<file path="src/rtl/uart_irq_fmt_pkg.sv">
`default_nettype none
package uart_irq_fmt_pkg;
    localparam int AXI_ADDR_W = 4;
    localparam logic [3:0] ADDR_INT_SOURCE = 4'h0;
    localparam logic [3:0] ADDR_LINE_FORMAT = 4'h4;
    localparam logic [3:0] ADDR_EVT_STATUS = 4'h8;
    localparam logic [3:0] ADDR_EVT_MASK = 4'hC;
    localparam logic [1:0] RESP_OKAY = 2'h0;
    localparam logic [1:0] RESP_SLVERR = 2'h2;

    localparam logic [7:0] LINE_FORMAT_RESET = 8'h00;
    localparam logic [7:0] EVT_MASK_RESET = 8'h00;
    localparam int LF_DIV_ACCESS_BIT = 7;
    localparam int LF_BREAK_BIT = 6;
    localparam int LF_PARITY_LSB = 3;
    localparam int LF_STOP_BIT = 2;
    localparam int LF_WLEN_LSB = 0;
    localparam int SRC_FIFO_LSB = 6;
    localparam int EFR_ENH_BIT = 4;

    localparam logic [5:0] CODE_LINE_ERR = 6'h06;
    localparam logic [5:0] CODE_RX_DATA = 6'h04;
    localparam logic [5:0] CODE_RX_TIMEOUT = 6'h0C;
    localparam logic [5:0] CODE_TX_EMPTY = 6'h02;
    localparam logic [5:0] CODE_MODEM = 6'h00;
    localparam logic [5:0] CODE_XOFF = 6'h10;
    localparam logic [5:0] CODE_FLOW = 6'h20;
    localparam logic [5:0] CODE_NONE = 6'h01;

    // Stop length in half bit times.
    localparam logic [2:0] STOP_HALF_ONE = 3'h2;
    localparam logic [2:0] STOP_HALF_ONE_HALF = 3'h3;
    localparam logic [2:0] STOP_HALF_TWO = 3'h4;

    typedef enum logic [2:0] {
        PAR_NONE = 3'b000,
        PAR_ODD = 3'b001,
        PAR_EVEN = 3'b010,
        PAR_FORCE1 = 3'b011,
        PAR_FORCE0 = 3'b100
    } parity_mode_t;

    typedef enum logic [2:0] {
        CAUSE_NONE = 3'b000,
        CAUSE_LINE_ERR = 3'b001,
        CAUSE_RX_DATA = 3'b010,
        CAUSE_RX_TIMEOUT = 3'b011,
        CAUSE_TX_EMPTY = 3'b100,
        CAUSE_MODEM = 3'b101,
        CAUSE_XOFF = 3'b110,
        CAUSE_FLOW = 3'b111
    } cause_t;

    typedef struct packed {
        logic line_error;
        logic rx_data_ready;
        logic rx_timeout;
        logic tx_holding_empty;
        logic modem_change;
        logic xoff_detect;
        logic xon_detect;
        logic special_char;
        logic flow_change;
    } irq_cause_t;

    typedef struct packed {
        logic divisor_access;
        logic send_break;
        parity_mode_t parity;
        logic [2:0] stop_half_bits;
        logic [3:0] word_bits;
    } line_fmt_t;
endpackage
`default_nettype wire

</file>
<file path="src/rtl/uart_irq_line_format.sv">
// The register offsets and the AXI4-Lite register port are this design's own decisions.
`default_nettype none
module uart_irq_line_format
    import uart_irq_fmt_pkg::*;
(
    input wire logic sys_clk_in,
    input wire logic resetn_in,
    input wire logic [AXI_ADDR_W-1:0] s_axi_awaddr_in,
    input wire logic s_axi_awvalid_in,
    output logic s_axi_awready_out,
    input wire logic [31:0] s_axi_wdata_in,
    input wire logic [3:0] s_axi_wstrb_in,
    input wire logic s_axi_wvalid_in,
    output logic s_axi_wready_out,
    output logic [1:0] s_axi_bresp_out,
    output logic s_axi_bvalid_out,
    input wire logic s_axi_bready_in,
    input wire logic [AXI_ADDR_W-1:0] s_axi_araddr_in,
    input wire logic s_axi_arvalid_in,
    output logic s_axi_arready_out,
    output logic [31:0] s_axi_rdata_out,
    output logic [1:0] s_axi_rresp_out,
    output logic s_axi_rvalid_out,
    input wire logic s_axi_rready_in,
    input wire irq_cause_t cause_in,
    input wire logic fifo_enable_in,
    input wire logic [7:0] enhanced_feature_reg_in,
    input wire logic tx_serial_in,
    output logic tx_line_out,
    output line_fmt_t line_fmt_out,
    output logic irq_out
);

    logic [1:0] rst_sync_ff;
    logic rst_n;
    always_ff @(posedge sys_clk_in or negedge resetn_in) begin
        if (!resetn_in) begin
            rst_sync_ff <= 2'b00;
        end else begin
            rst_sync_ff <= {rst_sync_ff[0], 1'b1};
        end
    end
    assign rst_n = rst_sync_ff[1];

    function automatic logic [5:0] code_of(input cause_t c);
        case (c)
            CAUSE_LINE_ERR: code_of = CODE_LINE_ERR;
            CAUSE_RX_DATA: code_of = CODE_RX_DATA;
            CAUSE_RX_TIMEOUT: code_of = CODE_RX_TIMEOUT;
            CAUSE_TX_EMPTY: code_of = CODE_TX_EMPTY;
            CAUSE_MODEM: code_of = CODE_MODEM;
            CAUSE_XOFF: code_of = CODE_XOFF;
            CAUSE_FLOW: code_of = CODE_FLOW;
            default: code_of = CODE_NONE;
        endcase
    endfunction

    // Level of each cause as it stands now, indexed by cause_t.
    logic [7:0] cause_level;
    logic enh_enable;
    logic xoff_hold_ff;
    logic nxt_xoff_hold;

    assign enh_enable = enhanced_feature_reg_in[EFR_ENH_BIT];

    // A fresh Xoff wins over an Xon in the same cycle, so none is lost.
    assign nxt_xoff_hold = (cause_in.xoff_detect && enh_enable) ? 1'b1 :
                           cause_in.xon_detect ? 1'b0 :
                           (xoff_hold_ff && enh_enable);

    always_ff @(posedge sys_clk_in or negedge rst_n) begin
        if (!rst_n) begin
            xoff_hold_ff <= 1'b0;
        end else begin
            xoff_hold_ff <= nxt_xoff_hold;
        end
    end

    assign cause_level[CAUSE_NONE] = 1'b0;
    assign cause_level[CAUSE_LINE_ERR] = cause_in.line_error;
    assign cause_level[CAUSE_RX_DATA] = cause_in.rx_data_ready;
    assign cause_level[CAUSE_RX_TIMEOUT] = cause_in.rx_timeout;
    assign cause_level[CAUSE_TX_EMPTY] = cause_in.tx_holding_empty;
    assign cause_level[CAUSE_MODEM] = cause_in.modem_change;
    assign cause_level[CAUSE_XOFF] = enh_enable &&
        (xoff_hold_ff || cause_in.special_char);
    assign cause_level[CAUSE_FLOW] = enh_enable &&
        cause_in.flow_change;

    // Fixed priority; time-out outranks plain data ready at level 2.
    cause_t winner;
    assign winner = cause_level[CAUSE_LINE_ERR] ? CAUSE_LINE_ERR :
        cause_level[CAUSE_RX_TIMEOUT] ? CAUSE_RX_TIMEOUT :
        cause_level[CAUSE_RX_DATA] ? CAUSE_RX_DATA :
        cause_level[CAUSE_TX_EMPTY] ? CAUSE_TX_EMPTY :
        cause_level[CAUSE_MODEM] ? CAUSE_MODEM :
        cause_level[CAUSE_XOFF] ? CAUSE_XOFF :
        cause_level[CAUSE_FLOW] ? CAUSE_FLOW : CAUSE_NONE;

    // The presented cause is frozen until its own condition has cleared,
    // so a higher cause arriving later cannot pull the code away from
    // software in the middle of its service routine.
    cause_t shown_ff;
    cause_t nxt_shown;
    logic shown_serviced;
    assign shown_serviced = !cause_level[shown_ff];
    assign nxt_shown = shown_serviced ? winner : shown_ff;

    always_ff @(posedge sys_clk_in or negedge rst_n) begin
        if (!rst_n) begin
            shown_ff <= CAUSE_NONE;
        end else begin
            shown_ff <= nxt_shown;
        end
    end

    logic [7:0] int_source_value;
    assign int_source_value = {{2{fifo_enable_in}},
                               code_of(shown_ff)};

    // Line format register and its decoded view.
    logic [7:0] line_format_reg_ff;
    logic [7:0] nxt_line_format;
    line_fmt_t fmt_dec;
    logic [2:0] par_sel;
    logic [1:0] wlen_sel;

    assign par_sel = line_format_reg_ff[LF_PARITY_LSB +: 3];
    assign wlen_sel = line_format_reg_ff[LF_WLEN_LSB +: 2];
    assign fmt_dec.divisor_access =
        line_format_reg_ff[LF_DIV_ACCESS_BIT];
    assign fmt_dec.send_break = line_format_reg_ff[LF_BREAK_BIT];
    assign fmt_dec.parity = !par_sel[0] ? PAR_NONE :
        (par_sel == 3'b001) ? PAR_ODD :
        (par_sel == 3'b011) ? PAR_EVEN :
        (par_sel == 3'b101) ? PAR_FORCE1 : PAR_FORCE0;
    assign fmt_dec.stop_half_bits = !line_format_reg_ff[LF_STOP_BIT] ?
        STOP_HALF_ONE :
        (wlen_sel == 2'b00) ? STOP_HALF_ONE_HALF : STOP_HALF_TWO;
    assign fmt_dec.word_bits = 4'h5 + {2'b00, wlen_sel};

    always_ff @(posedge sys_clk_in or negedge rst_n) begin
        if (!rst_n) begin
            line_fmt_out <= '0;
            tx_line_out <= 1'b1;
        end else begin
            line_fmt_out <= fmt_dec;
            tx_line_out <= tx_serial_in &&
                !line_format_reg_ff[LF_BREAK_BIT];
        end
    end

    // Event capture: each cause sets its sticky bit on a rising level.
    logic [7:0] cause_prev_ff;
    logic [7:0] cause_rise;
    logic [7:0] evt_status_ff;
    logic [7:0] nxt_evt_status;
    logic [7:0] evt_mask_ff;
    logic [7:0] nxt_evt_mask;
    logic status_read_clear;

    assign cause_rise = cause_level & ~cause_prev_ff;
    // A rise in the clearing cycle survives the clear.
    assign nxt_evt_status = (status_read_clear ? 8'h00 : evt_status_ff) |
                            cause_rise;

    always_ff @(posedge sys_clk_in or negedge rst_n) begin
        if (!rst_n) begin
            cause_prev_ff <= 8'h00;
            evt_status_ff <= 8'h00;
            irq_out <= 1'b0;
        end else begin
            cause_prev_ff <= cause_level;
            evt_status_ff <= nxt_evt_status;
            irq_out <= |(nxt_evt_status & evt_mask_ff);
        end
    end

    // AXI4-Lite write path: address and data may arrive in either order.
    logic aw_held_ff;
    logic w_held_ff;
    logic [AXI_ADDR_W-1:0] aw_addr_ff;
    logic [31:0] w_data_ff;
    logic [3:0] w_strb_ff;
    logic aw_take;
    logic w_take;
    logic wr_fire;
    logic wr_hit_fmt;
    logic wr_hit_mask;
    logic wr_hit_ro;
    logic [1:0] wr_resp;

    assign s_axi_awready_out = !aw_held_ff && !s_axi_bvalid_out;
    assign s_axi_wready_out = !w_held_ff && !s_axi_bvalid_out;
    assign aw_take = s_axi_awvalid_in && s_axi_awready_out;
    assign w_take = s_axi_wvalid_in && s_axi_wready_out;
    assign wr_fire = aw_held_ff && w_held_ff && !s_axi_bvalid_out;
    assign wr_hit_fmt = aw_addr_ff == ADDR_LINE_FORMAT;
    assign wr_hit_mask = aw_addr_ff == ADDR_EVT_MASK;
    // Writes to the read-only registers are answered but dropped.
    assign wr_hit_ro = (aw_addr_ff == ADDR_INT_SOURCE) ||
                       (aw_addr_ff == ADDR_EVT_STATUS);
    assign wr_resp = (wr_hit_fmt || wr_hit_mask || wr_hit_ro) ?
                     RESP_OKAY : RESP_SLVERR;
    assign nxt_line_format = (wr_fire && wr_hit_fmt && w_strb_ff[0]) ?
                             w_data_ff[7:0] : line_format_reg_ff;
    assign nxt_evt_mask = (wr_fire && wr_hit_mask && w_strb_ff[0]) ?
                          w_data_ff[7:0] : evt_mask_ff;

    always_ff @(posedge sys_clk_in or negedge rst_n) begin
        if (!rst_n) begin
            aw_held_ff <= 1'b0;
            w_held_ff <= 1'b0;
            aw_addr_ff <= '0;
            w_data_ff <= 32'h0000_0000;
            w_strb_ff <= 4'h0;
        end else begin
            if (aw_take) begin
                aw_held_ff <= 1'b1;
                aw_addr_ff <= s_axi_awaddr_in;
            end else if (wr_fire) begin
                aw_held_ff <= 1'b0;
            end
            if (w_take) begin
                w_held_ff <= 1'b1;
                w_data_ff <= s_axi_wdata_in;
                w_strb_ff <= s_axi_wstrb_in;
            end else if (wr_fire) begin
                w_held_ff <= 1'b0;
            end
        end
    end

    always_ff @(posedge sys_clk_in or negedge rst_n) begin
        if (!rst_n) begin
            line_format_reg_ff <= LINE_FORMAT_RESET;
            evt_mask_ff <= EVT_MASK_RESET;
            s_axi_bvalid_out <= 1'b0;
            s_axi_bresp_out <= RESP_OKAY;
        end else begin
            line_format_reg_ff <= nxt_line_format;
            evt_mask_ff <= nxt_evt_mask;
            if (wr_fire) begin
                s_axi_bvalid_out <= 1'b1;
                s_axi_bresp_out <= wr_resp;
            end else if (s_axi_bready_in) begin
                s_axi_bvalid_out <= 1'b0;
            end
        end
    end

    // AXI4-Lite read path: one cycle from address to data.
    logic rd_take;
    logic [31:0] rd_data;
    logic [1:0] rd_resp;
    logic rd_hit;

    assign s_axi_arready_out = !s_axi_rvalid_out;
    assign rd_take = s_axi_arvalid_in && s_axi_arready_out;
    // Reading the source register touches nothing else.
    assign rd_data =
        (s_axi_araddr_in == ADDR_INT_SOURCE) ?
            {24'h00_0000, int_source_value} :
        (s_axi_araddr_in == ADDR_LINE_FORMAT) ?
            {24'h00_0000, line_format_reg_ff} :
        (s_axi_araddr_in == ADDR_EVT_STATUS) ?
            {24'h00_0000, evt_status_ff} :
        (s_axi_araddr_in == ADDR_EVT_MASK) ?
            {24'h00_0000, evt_mask_ff} : 32'h0000_0000;
    assign rd_hit = (s_axi_araddr_in == ADDR_INT_SOURCE) ||
                    (s_axi_araddr_in == ADDR_LINE_FORMAT) ||
                    (s_axi_araddr_in == ADDR_EVT_STATUS) ||
                    (s_axi_araddr_in == ADDR_EVT_MASK);
    assign rd_resp = rd_hit ? RESP_OKAY : RESP_SLVERR;
    assign status_read_clear = rd_take &&
                               (s_axi_araddr_in == ADDR_EVT_STATUS);

    always_ff @(posedge sys_clk_in or negedge rst_n) begin
        if (!rst_n) begin
            s_axi_rvalid_out <= 1'b0;
            s_axi_rdata_out <= 32'h0000_0000;
            s_axi_rresp_out <= RESP_OKAY;
        end else begin
            if (rd_take) begin
                s_axi_rvalid_out <= 1'b1;
                s_axi_rdata_out <= rd_data;
                s_axi_rresp_out <= rd_resp;
            end else if (s_axi_rready_in) begin
                s_axi_rvalid_out <= 1'b0;
            end
        end
    end

endmodule
`default_nettype wire

</file>
<file path="config.mk">
export PLATFORM = sky130hd
export DESIGN_NAME = uart_irq_line_format
export DESIGN_NICKNAME = d
export VERILOG_FILES = /design/src/rtl/uart_irq_fmt_pkg.sv /design/src/rtl/uart_irq_line_format.sv
export SDC_FILE = /design/constraint.sdc
export NUM_CORES = 1
export LEC_CHECK = 0
export BUFFER_PORTS_ARGS = -buffer_cell sky130_fd_sc_hd__buf_4
export CAP_MARGIN = 20
export CORE_MARGIN = 2
export CORE_UTILIZATION = 53
export CTS_CLUSTER_SIZE = 28
export DETAILED_ROUTE_END_ITERATION = 12
export PLACE_DENSITY = 0.85
export SYNTH_ARGS = -nofsm -noshare
export SYNTH_HDL_FRONTEND = slang
export SYNTH_SLANG_ARGS = --single-unit
</file>
<file path="constraint.sdc">
create_clock -name sys_clk_in -period 5.9 [get_ports sys_clk_in]
set_clock_uncertainty 0.15 [all_clocks]
set_input_delay 1.18 -clock sys_clk_in [delete_from_list [all_inputs] [get_ports sys_clk_in]]
set_output_delay 1.18 -clock sys_clk_in [all_outputs]
set_load 0.01 [all_outputs]
</file>
==> impl_results.md, run 1 <==
* Hold Violations, Final at 0
* Root buf cell: clkbuf_8
* Final Core Density at between 60% and 70%
* Slew HR at between 50% and 60%
* CP max stage delay at 0.57 ns
* First-pass GRT wire length at 10,800 um
* Worst Path Required at about 5.9 ns
* Main combinational cell family by area after synthesis: multiplexers
* Fmax at roughly 340 MHz
* Post-synth ARST share at 100%
* Most frequent cells in the layout: 76 x dfrtp_1, 65 x buf_4, 36 x mux2_1, 27 x conb_1, 16 x inv_1
* Die ar. at around 7100 um^2
* DR iter-0 viols at around 170
* Internal at 1.09 mW
* Gpl congestion at around 0.80
* Multiplexer share of the synthesized area at between 10% and 20%
* Mapped Area at roughly 3400 um^2
* Diodes inserted at 0
* Vias/cell at about 5.2
* Starting Density at 54.2%
* Final setup viols at 0
* Total power at around 1.5 mW
* Peak VDD IR at just over 0.2 mV
* Total grt overflow at 0
* Nets at approximately 420
* Die width at 84.4 um
* IO Count at between 100 and 150
* Slew Viols, Final at 0
* Clk sink count at between 70 and 80
* Worst Path Buf+Inv at 1
* Post-Synth Adder-Cell Area at 0.731%
* Cells after synthesis at between 200 and 300
* Cells along the critical path: buf_4 -> nor2b_1 -> nand2_2 -> a22o_1 -> a222oi_1 -> nand3_1
* Most common cell after layout, fill and taps aside: dfrtp_1
* Worst skew pair latency at around 0.34 ns
* RSZ-0062 raised after global routing: no
* Hpwl dp at about 4700 um
* Sequential power share at approximately half
* DRT antenna net count at 0
* Wirelength, routed at around 6500 um
* Place WS at roughly 2.6 ns
* Post-synthesis simple-gate area fraction at 8.70%
* #FFs+latches synth at between 70 and 80
* Final worst-path cycle share at 50.2%
* Drt wl/cell at approximately 15 um
* Rows at 29
* Ys Warns at 0
* Sw Ratio at a little under 30%
* Worst Max-Slew Pin Slew at slightly above 0.7 ns
* Via count at between 2,000 and 2,500
* Setup bufs post-CTS at 0
* Synth unique cells at 44
* Avg Inst Size Synth at about 12 um^2
* Setup TNS at 0 ns
* Main flop type after synthesis: dfrtp_1
* Slowest-stage cell, CP: nor2b_1
* Critical Setup Path Class: in -> reg
* Clk pwr share at a little over a quarter
* Power Density at about 380 nW/um^2
* RR Startpoint: s_axi_rvalid_out
* DRC errors left at 0
* Worst Setup Start Kind: input port
* Number of synthesized flops with an enable pin at 0
* Reg-to-reg setup timing slack at 3.86 ns
* Compound-gate portion of the synthesized area at between 10% and 20%
* Psw at between 0.4 and 0.5 mW
* CTS Buf Count at 9
* Cts hold-fix bufs at 0
* Sequential area share after synthesis at a little under three fifths
* Crit-path max FO at 11
* CTS tree: built
* Clock Tree Buf Depth at 2
* R2R cell count at 5
* Gr usage total at about a fifth
* WP data arrival at 3.01 ns
* Vias in the first global route at about 2,200
* Core ar. at 6310 um^2
* PostCTS Resize Cnt at 0
* Status: finished clean
* Layout area overhead at 19.3%
* Clock slew at reported path FFs at roughly 0.070 ns
* IO buf count at 64
* Endpoint type of the worst setup path: flip-flop
* Fin crit period at slightly below 3 ns
* Die Y at approximately 84 um
* Synth Area in XOR/XNOR at less than 1%
* Largest delay share family, worst path: simple AND/OR/NAND/NOR gates
* Largest net degree at the start of global routing at 60
* Number of fill cells at 488
* Max-cap violations at 0
* Share of cells above drive strength 1 at around 25%
* Initial antenna violation count at 0
* Setup ws final at ~2.9 ns
* H-tree depth at 3
* Pre-antenna DRT Iters at 4
* Worst Hold Class: reg -> async
* Placed Area at 3870 um^2
* Reg2reg end: irq_out
* Final instance area at about 4100 um^2
* Static Leak at 2.02 nW
* Gate power share at about 23%
## per-stage QoR
step           cells  hold slack [ns]
3_3_place_gp     413           0.0373
4_1_cts          429           0.0509
2_1_floorplan    304            0.181
3_5_place_dp     413           0.0443
6_report         429           0.0351
5_1_grt          429           0.0823
## cells in the mapped netlist, types with 5 or more instances
cell,count,share of area [%]
a21oi_1,6,0.88
a22o_1,15,3.8
and2_1,6,1.1
buf_4,27,5.9
dfrtp_1,77,56
inv_1,16,1.8
mux2_1,36,12
nand2_1,14,1.5
nand3_1,5,0.73
nor2_1,7,0.77
nor2b_1,7,1.3
o21ai_1,12,1.8
## layer usage
metal | track usage, % | up-vias | share of wire, %
met5 | 0 | - | 0
met4 | 8.51 | 0 | 2.1
met3 | 3.54 | 12 | 4.0
met2 | 33.2 | 64 | 53
met1 | 24.3 | 1110 | 41
li1 | - | 1057 | -
## sequential cells by signal, indices dropped and copies added (netlist names)
signal	count
line_fmt_out	12
evt_mask_ff	8
evt_status_ff	8
line_format_reg_ff	8
s_axi_rdata_out	8
w_data_ff	8
cause_prev_ff	7
aw_addr_ff	4
shown_ff	3
rst_sync_ff	2
aw_held_ff	1
irq_out	1
s_axi_bresp_out	1
s_axi_bvalid_out	1
s_axi_rresp_out	1
s_axi_rvalid_out	1
tx_line_out	1
w_held_ff	1
w_strb_ff	1
xoff_hold_ff	1
## worst reg2reg max path: stages (launching register included)
cell and delay [ns]:
dfrtp_1 0.43, nor4b_4 0.30, nand2_2 0.20, a22o_1 0.27, a222oi_1 0.37, nand3_1 0.17
## logic make-up after synthesis
kind of cell / after synthesis
other: 2
AND/OR/NAND/NOR: 51
AO/OA/AOI/OAI: 56
adder cells (fa/ha/maj): 2
buffers and inverters: 50
flip-flops: 78
multiplexers: 38
XOR/XNOR: 2
## final cells by class
type | count | area [um^2] | area share, %
Clock buffer | 14 | 173 | 4.23
Clock inverter | 2 | 38.8 | 0.950
Inverter | 17 | 63.8 | 1.56
Multi-Input combinational cell | 176 | 1270 | 31.1
Sequential cell | 78 | 1950 | 47.9
Tap cell | 77 | 96.3 | 2.36
Timing Repair Buffer | 65 | 488 | 11.9
## power by group through the flow
stage | sequential [mW] | combinational (mW) | clock [mW]
floorplan | 0.765 | 0.236 | 0
global placement | 0.777 | 0.343 | 0
detailed placement | 0.786 | 0.359 | 0
CTS | 0.778 | 0.362 | 0.420
global route | 0.796 | 0.392 | 0.443
finish | 0.778 | 0.356 | 0.414
## how the worst max path moves through the flow
stage                            start  endpoint  slack, ns  depth (start not counted)
global placement    s_axi_araddr_in[3]   irq_out       2.71                          6
detailed placement  s_axi_araddr_in[3]   irq_out       2.58                          6
finish              s_axi_araddr_in[3]   irq_out       2.94                          6
global route        s_axi_araddr_in[3]   irq_out       2.79                          6
floorplan           s_axi_araddr_in[2]   irq_out       3.32                          7
CTS                 s_axi_araddr_in[3]   irq_out       2.94                          6
Power figures use the tool's default switching activity.
==> inputs of run 2 (changes only) <==
--- a/config.mk
+++ b/config.mk
@@ -8,10 +8,10 @@
 export BUFFER_PORTS_ARGS = -buffer_cell sky130_fd_sc_hd__buf_4
 export CAP_MARGIN = 20
 export CORE_MARGIN = 2
-export CORE_UTILIZATION = 53
+export CORE_UTILIZATION = 49
 export CTS_CLUSTER_SIZE = 28
 export DETAILED_ROUTE_END_ITERATION = 12
-export PLACE_DENSITY = 0.85
+export PLACE_DENSITY = 0.79
 export SYNTH_ARGS = -nofsm -noshare
 export SYNTH_HDL_FRONTEND = slang
 export SYNTH_SLANG_ARGS = --single-unit
==> constraint.sdc (replaced) <==
create_clock -name sys_clk_in -period 2.8 [get_ports sys_clk_in]
set_clock_uncertainty 0.15 [all_clocks]
set_input_delay 0.56 -clock sys_clk_in [delete_from_list [all_inputs] [get_ports sys_clk_in]]
set_output_delay 0.56 -clock sys_clk_in [all_outputs]
set_load 0.01 [all_outputs]
==> run 2 against run 1 <==
Critical path depth shrank 1. Critical path type is now reg -> reg. Final cell count grew 4.7%. Largest power group unchanged. Power grew 100%.
==> impl_results.md, run 2 (synthesized netlist as in run 1, its figures left out) <==
* DRT antenna net count at 0 (unchanged)
* DR iter-0 viols at 126 (was 172)
* Initial antenna violation count at 0 (unchanged)
* Gpl congestion at 0.755 (was 0.797)
* Layout area overhead at 19.8% (was 19.3%)
* Setup ws final at 0.754 ns (was 2.94 ns)
* Endpoint type of the worst setup path: flip-flop (unchanged)
* Final instance area at 4100 um^2 (was 4080 um^2)
* Worst Path Buf+Inv at 0 (was 1)
* Crit path to: irq_out (unchanged)
* Placed Area at 3920 um^2 (was 3870 um^2)
* Dpl cells at 433 (was 413)
* R2R cell count at 5 (unchanged)
* CTS Buf Count at 9 (unchanged)
* Largest net degree at the start of global routing at 46 (was 60)
* Critical Setup Path Class: reg -> reg (was in -> reg)
* Nets at 421 (was 419)
* Cells along the critical path: nor4b_4 -> nand2_2 -> a22o_1 -> a222oi_1 -> nand3_1 (was buf_4 -> nor2b_1 -> nand2_2 -> a22o_1 -> a222oi_1 -> nand3_1)
* Reg2reg end: irq_out (unchanged)
* Slew HR at 51.3% (was 52.2%)
* Reg-to-reg setup timing slack at 0.75 ns (was 3.86 ns)
* Worst Hold Class: reg -> async (unchanged)
* Worst skew pair latency at 0.34 ns (about the same)
* Launch point of the critical path: s_axi_rvalid_out (was s_axi_araddr_in[3])
* Max-cap violations at 0 (unchanged)
* Slowest-stage cell, CP: dfrtp_1 (was nor2b_1)
* Drt wl/cell at 14.0 um (was 15.2 um)
* Final worst-path cycle share at about three quarters
* Total grt overflow at 0 (unchanged)
* Slew Viols, Final at 0 (unchanged)
* Number of fill cells at 571 (was 488)
* Max reg flops at 12 (unchanged)
* Fmax at 489 MHz
* Sequential power share at 52.3% (was 50.3%)
* Internal at 2.17 mW (was 1.09 mW)
* Most frequent cells in the layout: 76 x dfrtp_1, 65 x buf_4, 36 x mux2_1, 27 x conb_1, 16 x inv_1 (unchanged)
* Peak VDD IR at 0.413 mV (was 0.206 mV)
* RSZ-0062 raised after global routing: no (unchanged)
* Starting Density at 50.4% (was 54.2%)
* Hpwl dp at 4540 um (was 4680 um)
* Diodes inserted at 0 (unchanged)
* Hold Violations, Final at 0 (unchanged)
* Worst Path Required at 2.84 ns (was 5.94 ns)
* Clock Tree Buf Depth at 2 (unchanged)
* Status: finished clean (unchanged)
* Reg area at 1950 um^2 (unchanged)
* CTS tree: built (unchanged)
* WP data arrival at 2.09 ns (was 3.01 ns)
* Die Y at 87.6 um (was 84.4 um)
* H-tree depth at 3 (unchanged)
* Final Core Density at 60.3% (was 64.7%)
* Fin crit period at around 2.0 ns
* Sw Ratio at 30.5% (was 29.8%)
* Core ar. at 6790 um^2 (was 6310 um^2)
* IO Count at 125 (unchanged)
* Worst Setup Start Kind: flip-flop (was input port)
* Vias/cell at 4.97 (was 5.23)
* CP max stage delay at 0.44 ns (was 0.57 ns)
* Via count at 2,230 (was 2,243)
* Multi-input gate area at 1270 um^2 (unchanged)
* Clk pwr share at 24.0% (was 26.8%)
* Gr usage total at 18.0% (was 19.4%)
* Largest delay share family, worst path: simple AND/OR/NAND/NOR gates (unchanged)
* Crit-path max FO at 8 (was 11)
* Rows at 30 (was 29)
* Non-Filler Instances at 449 (was 429)
* Clock slew at reported path FFs at 0.08 ns (was 0.07 ns)
* RR Startpoint: s_axi_rvalid_out (unchanged)
* Worst Max-Slew Pin Slew at 0.730 ns (was 0.717 ns)
* Die ar. at 7670 um^2 (was 7120 um^2)
* Gate power share at 23.7% (was 23.0%)
* Share of cells above drive strength 1 at 25.5% (was 25.3%)
* Final setup viols at 0 (unchanged)
* DRC errors left at 0 (unchanged)
* CP Depth at 5 (was 6)
* Psw at 0.951 mW (was 0.462 mW)
* Root buf cell: clkbuf_8 (unchanged)
* Clk sink count at 78 (unchanged)
* Setup TNS at 0 ns (unchanged)
* Power Density at 762 nW/um^2 (was 379 nW/um^2)
* Wirelength, routed at 6290 um (was 6510 um)
* Pre-antenna DRT Iters at 4 (unchanged)
* Static Leak at 2.02 nW (about the same)
* IO buf count at 64 (unchanged)
* Die width at 87.6 um (was 84.4 um)
* Vias in the first global route at 2,169 (was 2,235)
* First-pass GRT wire length at 10,400 um (was 10,800 um)
* Largest register by flop count: line_fmt_out (unchanged)
* Most common cell after layout, fill and taps aside: dfrtp_1 (unchanged)
* Place WS at 0.445 ns (was 2.58 ns)
==> run 2: cell types whose count changed in the layout (fill, tap and decap cells not counted), sizes merged <==
cell and delta:
clkbuf -2, dlygate4sd3 +1, inv +1, bufinv -1
buf +1, clkinv +1
==> run 2: what timing repair did <==
item,in CTS,in global routing
hold buffers,1,0
resized for setup,0,0
setup buffers,0,0
hold endpoints to repair,2,0
==> run 2: routing by layer <==
metal | wire (um) | global-route usage [%] | vias up
met5 | 0 | 0 | -
met4 | 157 | 10.1 | 0
met3 | 343 | 3.96 | 16
met2 | 2940 | 27.8 | 81
met1 | 2850 | 23.7 | 1078
li1 | - | - | 1055
==> run 2: how the worst min path moves through the flow <==
stage	start	to	slack [ns]	cells after the start
global route	cause_in[8]	cause_prev_ff[1]	0.20	1
global placement	resetn_in	rst_sync_ff[0]	0.19	1
CTS	rst_sync_ff[0]	rst_sync_ff[1]	0.20	0
detailed placement	rst_sync_ff[0]	rst_sync_ff[1]	0.19	0
floorplan	resetn_in	rst_sync_ff[0]	0.11	0
finish	rst_sync_ff[1]	line_fmt_out[10]	0.18	0
==> run 2: power by group through the flow <==
stage / combinational (mW) / clock (mW) / sequential (mW)
after global placement: 0.725 / 0 / 1.64
after detailed placement: 0.750 / 0 / 1.66
after global routing: 0.831 / 0.817 / 1.68
after floorplan: 0.497 / 0 / 1.61
final: 0.741 / 0.750 / 1.63
after CTS: 0.756 / 0.767 / 1.64
==> run 2: cell type report <==
| cell class | instances | area share [%] |
|---|---|---|
| tap | 96 | 2.93 |
| inverter | 17 | 1.56 |
| clock buffer | 12 | 3.78 |
| sequential | 78 | 47.7 |
| clock inverter | 3 | 0.458 |
| multi-input combinational | 176 | 31.0 |
| timing repair buffer | 67 | 12.6 |
==> run 2: worst register-to-register path: stages (launching register included) <==
cell	delay (ns)
dfrtp_1	0.44
nor4b_4	0.32
nand2_2	0.19
a22o_1	0.25
a222oi_1	0.39
nand3_1	0.16
==> run 2: per-stage QoR <==
step	total power, mW	hold slack (ns)
5_1_grt	3.33	0.201
4_1_cts	3.16	0.202
6_report	3.12	0.178
2_1_floorplan	2.11	0.114
3_3_place_gp	2.37	0.189
3_5_place_dp	2.41	0.185
==> inputs of run 3 (changes only) <==
--- a/config.mk
+++ b/config.mk
@@ -5,13 +5,14 @@
 export SDC_FILE = /design/constraint.sdc
 export NUM_CORES = 1
 export LEC_CHECK = 0
+export ABC_AREA = 1
 export BUFFER_PORTS_ARGS = -buffer_cell sky130_fd_sc_hd__buf_4
 export CAP_MARGIN = 20
 export CORE_MARGIN = 2
-export CORE_UTILIZATION = 49
+export CORE_UTILIZATION = 45
 export CTS_CLUSTER_SIZE = 28
 export DETAILED_ROUTE_END_ITERATION = 12
-export PLACE_DENSITY = 0.79
+export PLACE_DENSITY = 0.77
 export SYNTH_ARGS = -nofsm -noshare
 export SYNTH_HDL_FRONTEND = slang
 export SYNTH_SLANG_ARGS = --single-unit
==> constraint.sdc (replaced) <==
create_clock -name sys_clk_in -period 1.7 [get_ports sys_clk_in]
set_clock_uncertainty 0.15 [all_clocks]
set_input_delay 0.34 -clock sys_clk_in [delete_from_list [all_inputs] [get_ports sys_clk_in]]
set_output_delay 0.34 -clock sys_clk_in [all_outputs]
set_load 0.01 [all_outputs]
==> run 3 against run 2 <==
Non-clock buffer count is 12 higher. Via count is 18% higher. Critical endpoint is now s_axi_awready_out. Hold slack worse by 0.16 ns. Sequential power is 68% higher. Clock-buffer cell count is 1 lower. Wire length is 3.0% higher. Worst setup slack worse by 0.62 ns.
==> impl_results.md, run 3 <==
* Worst Hold Class: in -> reg (was reg -> async)
* Root buf cell: clkbuf_8 (unchanged)
* Power Density at 1380 nW/um^2 (was 762 nW/um^2)
* Hold Violations, Final at 0 (unchanged)
* Crit-path max FO at 3 (was 8)
* Most common cell after layout, fill and taps aside: nand2_1 (was dfrtp_1)
* Most frequent cells in the layout: 119 x nand2_1, 76 x dfrtp_1, 73 x buf_4, 41 x nor2_1, 39 x inv_1 (was 76 x dfrtp_1, 65 x buf_4, 36 x mux2_1, 27 x conb_1, 16 x inv_1)
* Largest net degree at the start of global routing at 43 (was 46)
* Dpl cells at 552 (was 433)
* CTS tree: built (unchanged)
* Drt wl/cell at 11.3 um (was 14.0 um)
* CTS Buf Count at 9 (unchanged)
* Setup ws final at 0.136 ns (was 0.754 ns)
* Synth unique cells at 26 (was 44)
* Slew HR at 65.7% (was 51.3%)
* WP data arrival at 1.07 ns (was 2.09 ns)
* Static Leak at 2.26 nW (was 2.02 nW)
* R2R cell count at 7 (was 5)
* IO Count at 125 (unchanged)
* Worst skew pair latency at 0.35 ns (was 0.34 ns)
* Synth area leader: dfrtp_1 (unchanged)
* Final worst-path cycle share at roughly 90%
* Clk pwr share at 27.5% (was 24.0%)
* Via count at 2,622 (was 2,230)
* IO buf count at 64 (unchanged)
* Met3 Track Usage GR at 4.81% (was 3.96%)
* DR iter-0 viols at 137 (was 126)
* Place WS at 0.0612 ns (was 0.445 ns)
* Worst Hold Margin at 0.0143 ns (was 0.178 ns)
* Rows at 31 (was 30)
* Slew Viols, Final at 0 (unchanged)
* Wirelength, routed at 6480 um (was 6290 um)
* Reg-to-reg setup timing slack at 0.15 ns (was 0.75 ns)
* Die ar. at 8380 um^2 (was 7670 um^2)
* DRC errors left at 0 (unchanged)
* Die width at 91.5 um (was 87.6 um)
* Grt met1 use at 21.4% (was 23.7%)
* Clk sink count at 78 (unchanged)
* Avg Inst Size Synth at 8.96 um^2 (was 12.3 um^2)
* Fmax at 640 MHz
* Total power at 5.94 mW (was 3.12 mW)
* Sequential power share at 46.1% (was 52.3%)
* Max reg flops at 12 (unchanged)
* Post-synth top cells: 119 x nand2_1, 77 x dfrtp_1, 41 x nor2_1 (was 77 x dfrtp_1, 36 x mux2_1, 27 x buf_4)
* Gpl congestion at 0.838 (was 0.755)
* Pre-antenna DRT Iters at 4 (unchanged)
* Hpwl dp at 4930 um (was 4540 um)
* Hold path cells at 3
* Diodes inserted at 0 (unchanged)
* #FFs+latches synth at 78 (unchanged)
* Max-cap violations at 0 (unchanged)
* Fin crit period at about 1.6 ns
* Die Y at 91.5 um (was 87.6 um)
* Clock Tree Buf Depth at 2 (unchanged)
* Layout area overhead at 24.5% (was 19.8%)
* Critical Setup Path Class: reg -> out (was reg -> reg)
* Sequential area share after synthesis at 56.6% (was 57.1%)
* Vias/cell at 4.57 (was 4.97)
* Worst Max-Slew Pin Slew at 0.515 ns (was 0.730 ns)
* Psw at 1.90 mW (was 0.951 mW)
* Endpoint type of the worst setup path: output port (was flip-flop)
* Sw Ratio at 31.9% (was 30.5%)
* Vias in the first global route at 2,539 (was 2,169)
* Peak VDD IR at 0.905 mV (was 0.413 mV)
* Gr usage total at 17.0% (was 18.0%)
* Starting Density at 47.0% (was 50.4%)
* Number of synthesized flops with an enable pin at 0 (unchanged)
* Gate power share at 26.4% (was 23.7%)
* RSZ-0062 raised after global routing: yes (was no)
* Non-Filler Instances at 574 (was 449)
* Yosys top cell area share at 55.9% (was 56.3%)
* Largest register by flop count: line_fmt_out (unchanged)
* Internal at 4.05 mW (was 2.17 mW)
* Ys Warns at 0 (unchanged)
* Worst Setup Start Kind: flip-flop (unchanged)
* Initial antenna violation count at 0 (unchanged)
* Total grt overflow at 0 (unchanged)
* Main flop type after synthesis: dfrtp_1 (unchanged)
* Most numerous cell in the Yosys netlist: nand2_1 (was dfrtp_1)
* Share of cells above drive strength 1 at 24.2% (was 25.5%)
* H-tree depth at 3 (unchanged)
* Worst Path Required at 1.21 ns (was 2.84 ns)
* First-pass GRT wire length at 11,400 um (was 10,400 um)
* Post-synth ARST share at 100% (unchanged)
* Final setup viols at 0 (unchanged)
* Core ar. at 7330 um^2 (was 6790 um^2)
* DRT antenna net count at 0 (unchanged)
* Clock slew at reported path FFs at 0.08 ns (about the same)
* Area contributors post-synth: dfrtp_1 56%, nand2_1 13%, buf_4 5.7%, nor2_1 4.5%, inv_1 4.2% (was dfrtp_1 56%, mux2_1 12%, buf_4 5.9%, a22o_1 3.8%, o21ai_1 1.8%)
* Nets at 542 (was 421)
* GRT busiest layer: met2 (unchanged)
* Status: finished clean (unchanged)
* Cells after synthesis at 385 (was 279)
* Setup TNS at 0 ns (unchanged)
* Mapped Area at 3450 um^2 (was 3420 um^2)
* GR met2 Demand/Resource at 28.7% (was 27.8%)
[run 3: cells by family (layout without fill, tap and decap cells)]
kind of cell / after synthesis / after routing / share of synthesized area (%)
other cells: 2 / 27 / 0.218
fa+ha+maj: 2 / 2 / 0.726
mux: 4 / 4 / 1.31
compound gates: 37 / 37 / 6.31
simple gates: 192 / 192 / 23.9
buf+inv: 70 / 135 / 10.9
flops: 78 / 78 / 56.6
[run 3: power groups by stage]
stage / combinational, mW / clock, mW / sequential (mW)
floorplan: 0.975 / 0 / 2.79
global placement: 1.52 / 0 / 2.77
detailed placement: 1.58 / 0 / 2.79
CTS: 1.59 / 1.68 / 2.75
global route: 1.81 / 1.75 / 2.82
finish: 1.57 / 1.63 / 2.74
[run 3: final cells by class]
| cell class | count | area (um^2) |
|---|---|---|
| clock inverters | 5 | 108 |
| fillers | 668 | 3040 |
| multi-input cells | 262 | 1220 |
| repair buffers | 79 | 608 |
| well taps | 99 | 124 |
| clock buffers | 11 | 131 |
| inverters | 40 | 150 |
| flip-flops and latches | 78 | 1950 |
[run 3: worst max-delay path, cell delays in order (launching register included)]
cell	delay [ns]
dfrtp_1	0.43
nor2_1	0.15
buf_4	0.14
[run 3: per-layer routing]
layer  vias up  share of wire, %
met5         -                 0
met1      1218                43
li1       1319                 -
met3         7               6.1
met4         0               1.2
met2        78                50
[run 3: path summary, 6_finish.rpt]
| check | from | to |
|---|---|---|
| max reg2reg | s_axi_bvalid_out | line_format_reg_ff[0] |
| max | aw_held_ff | s_axi_awready_out |
| min in group asynchronous | resetn_in | rst_sync_ff[1] |
| max in group asynchronous | rst_sync_ff[1] | tx_line_out |
| min | tx_serial_in | tx_line_out |
| min reg2reg | rst_sync_ff[1] | line_fmt_out[2] |
[run 3: metrics by stage]
step	util [%]	area, um^2
3_3_place_gp	54.4	3990
4_1_cts	58.5	4290
6_report	58.6	4290
5_1_grt	58.6	4290
3_5_place_dp	54.4	3990
2_1_floorplan	-	3540
[run 3: repair_timing]
item | 4_1_cts | 5_1_grt
setup endpoints to repair | 0 | 3
setup buffers | 0 | 0
hold endpoints to repair | 7 | 0
resized for setup | 0 | 2
hold buffers | 6 | 0
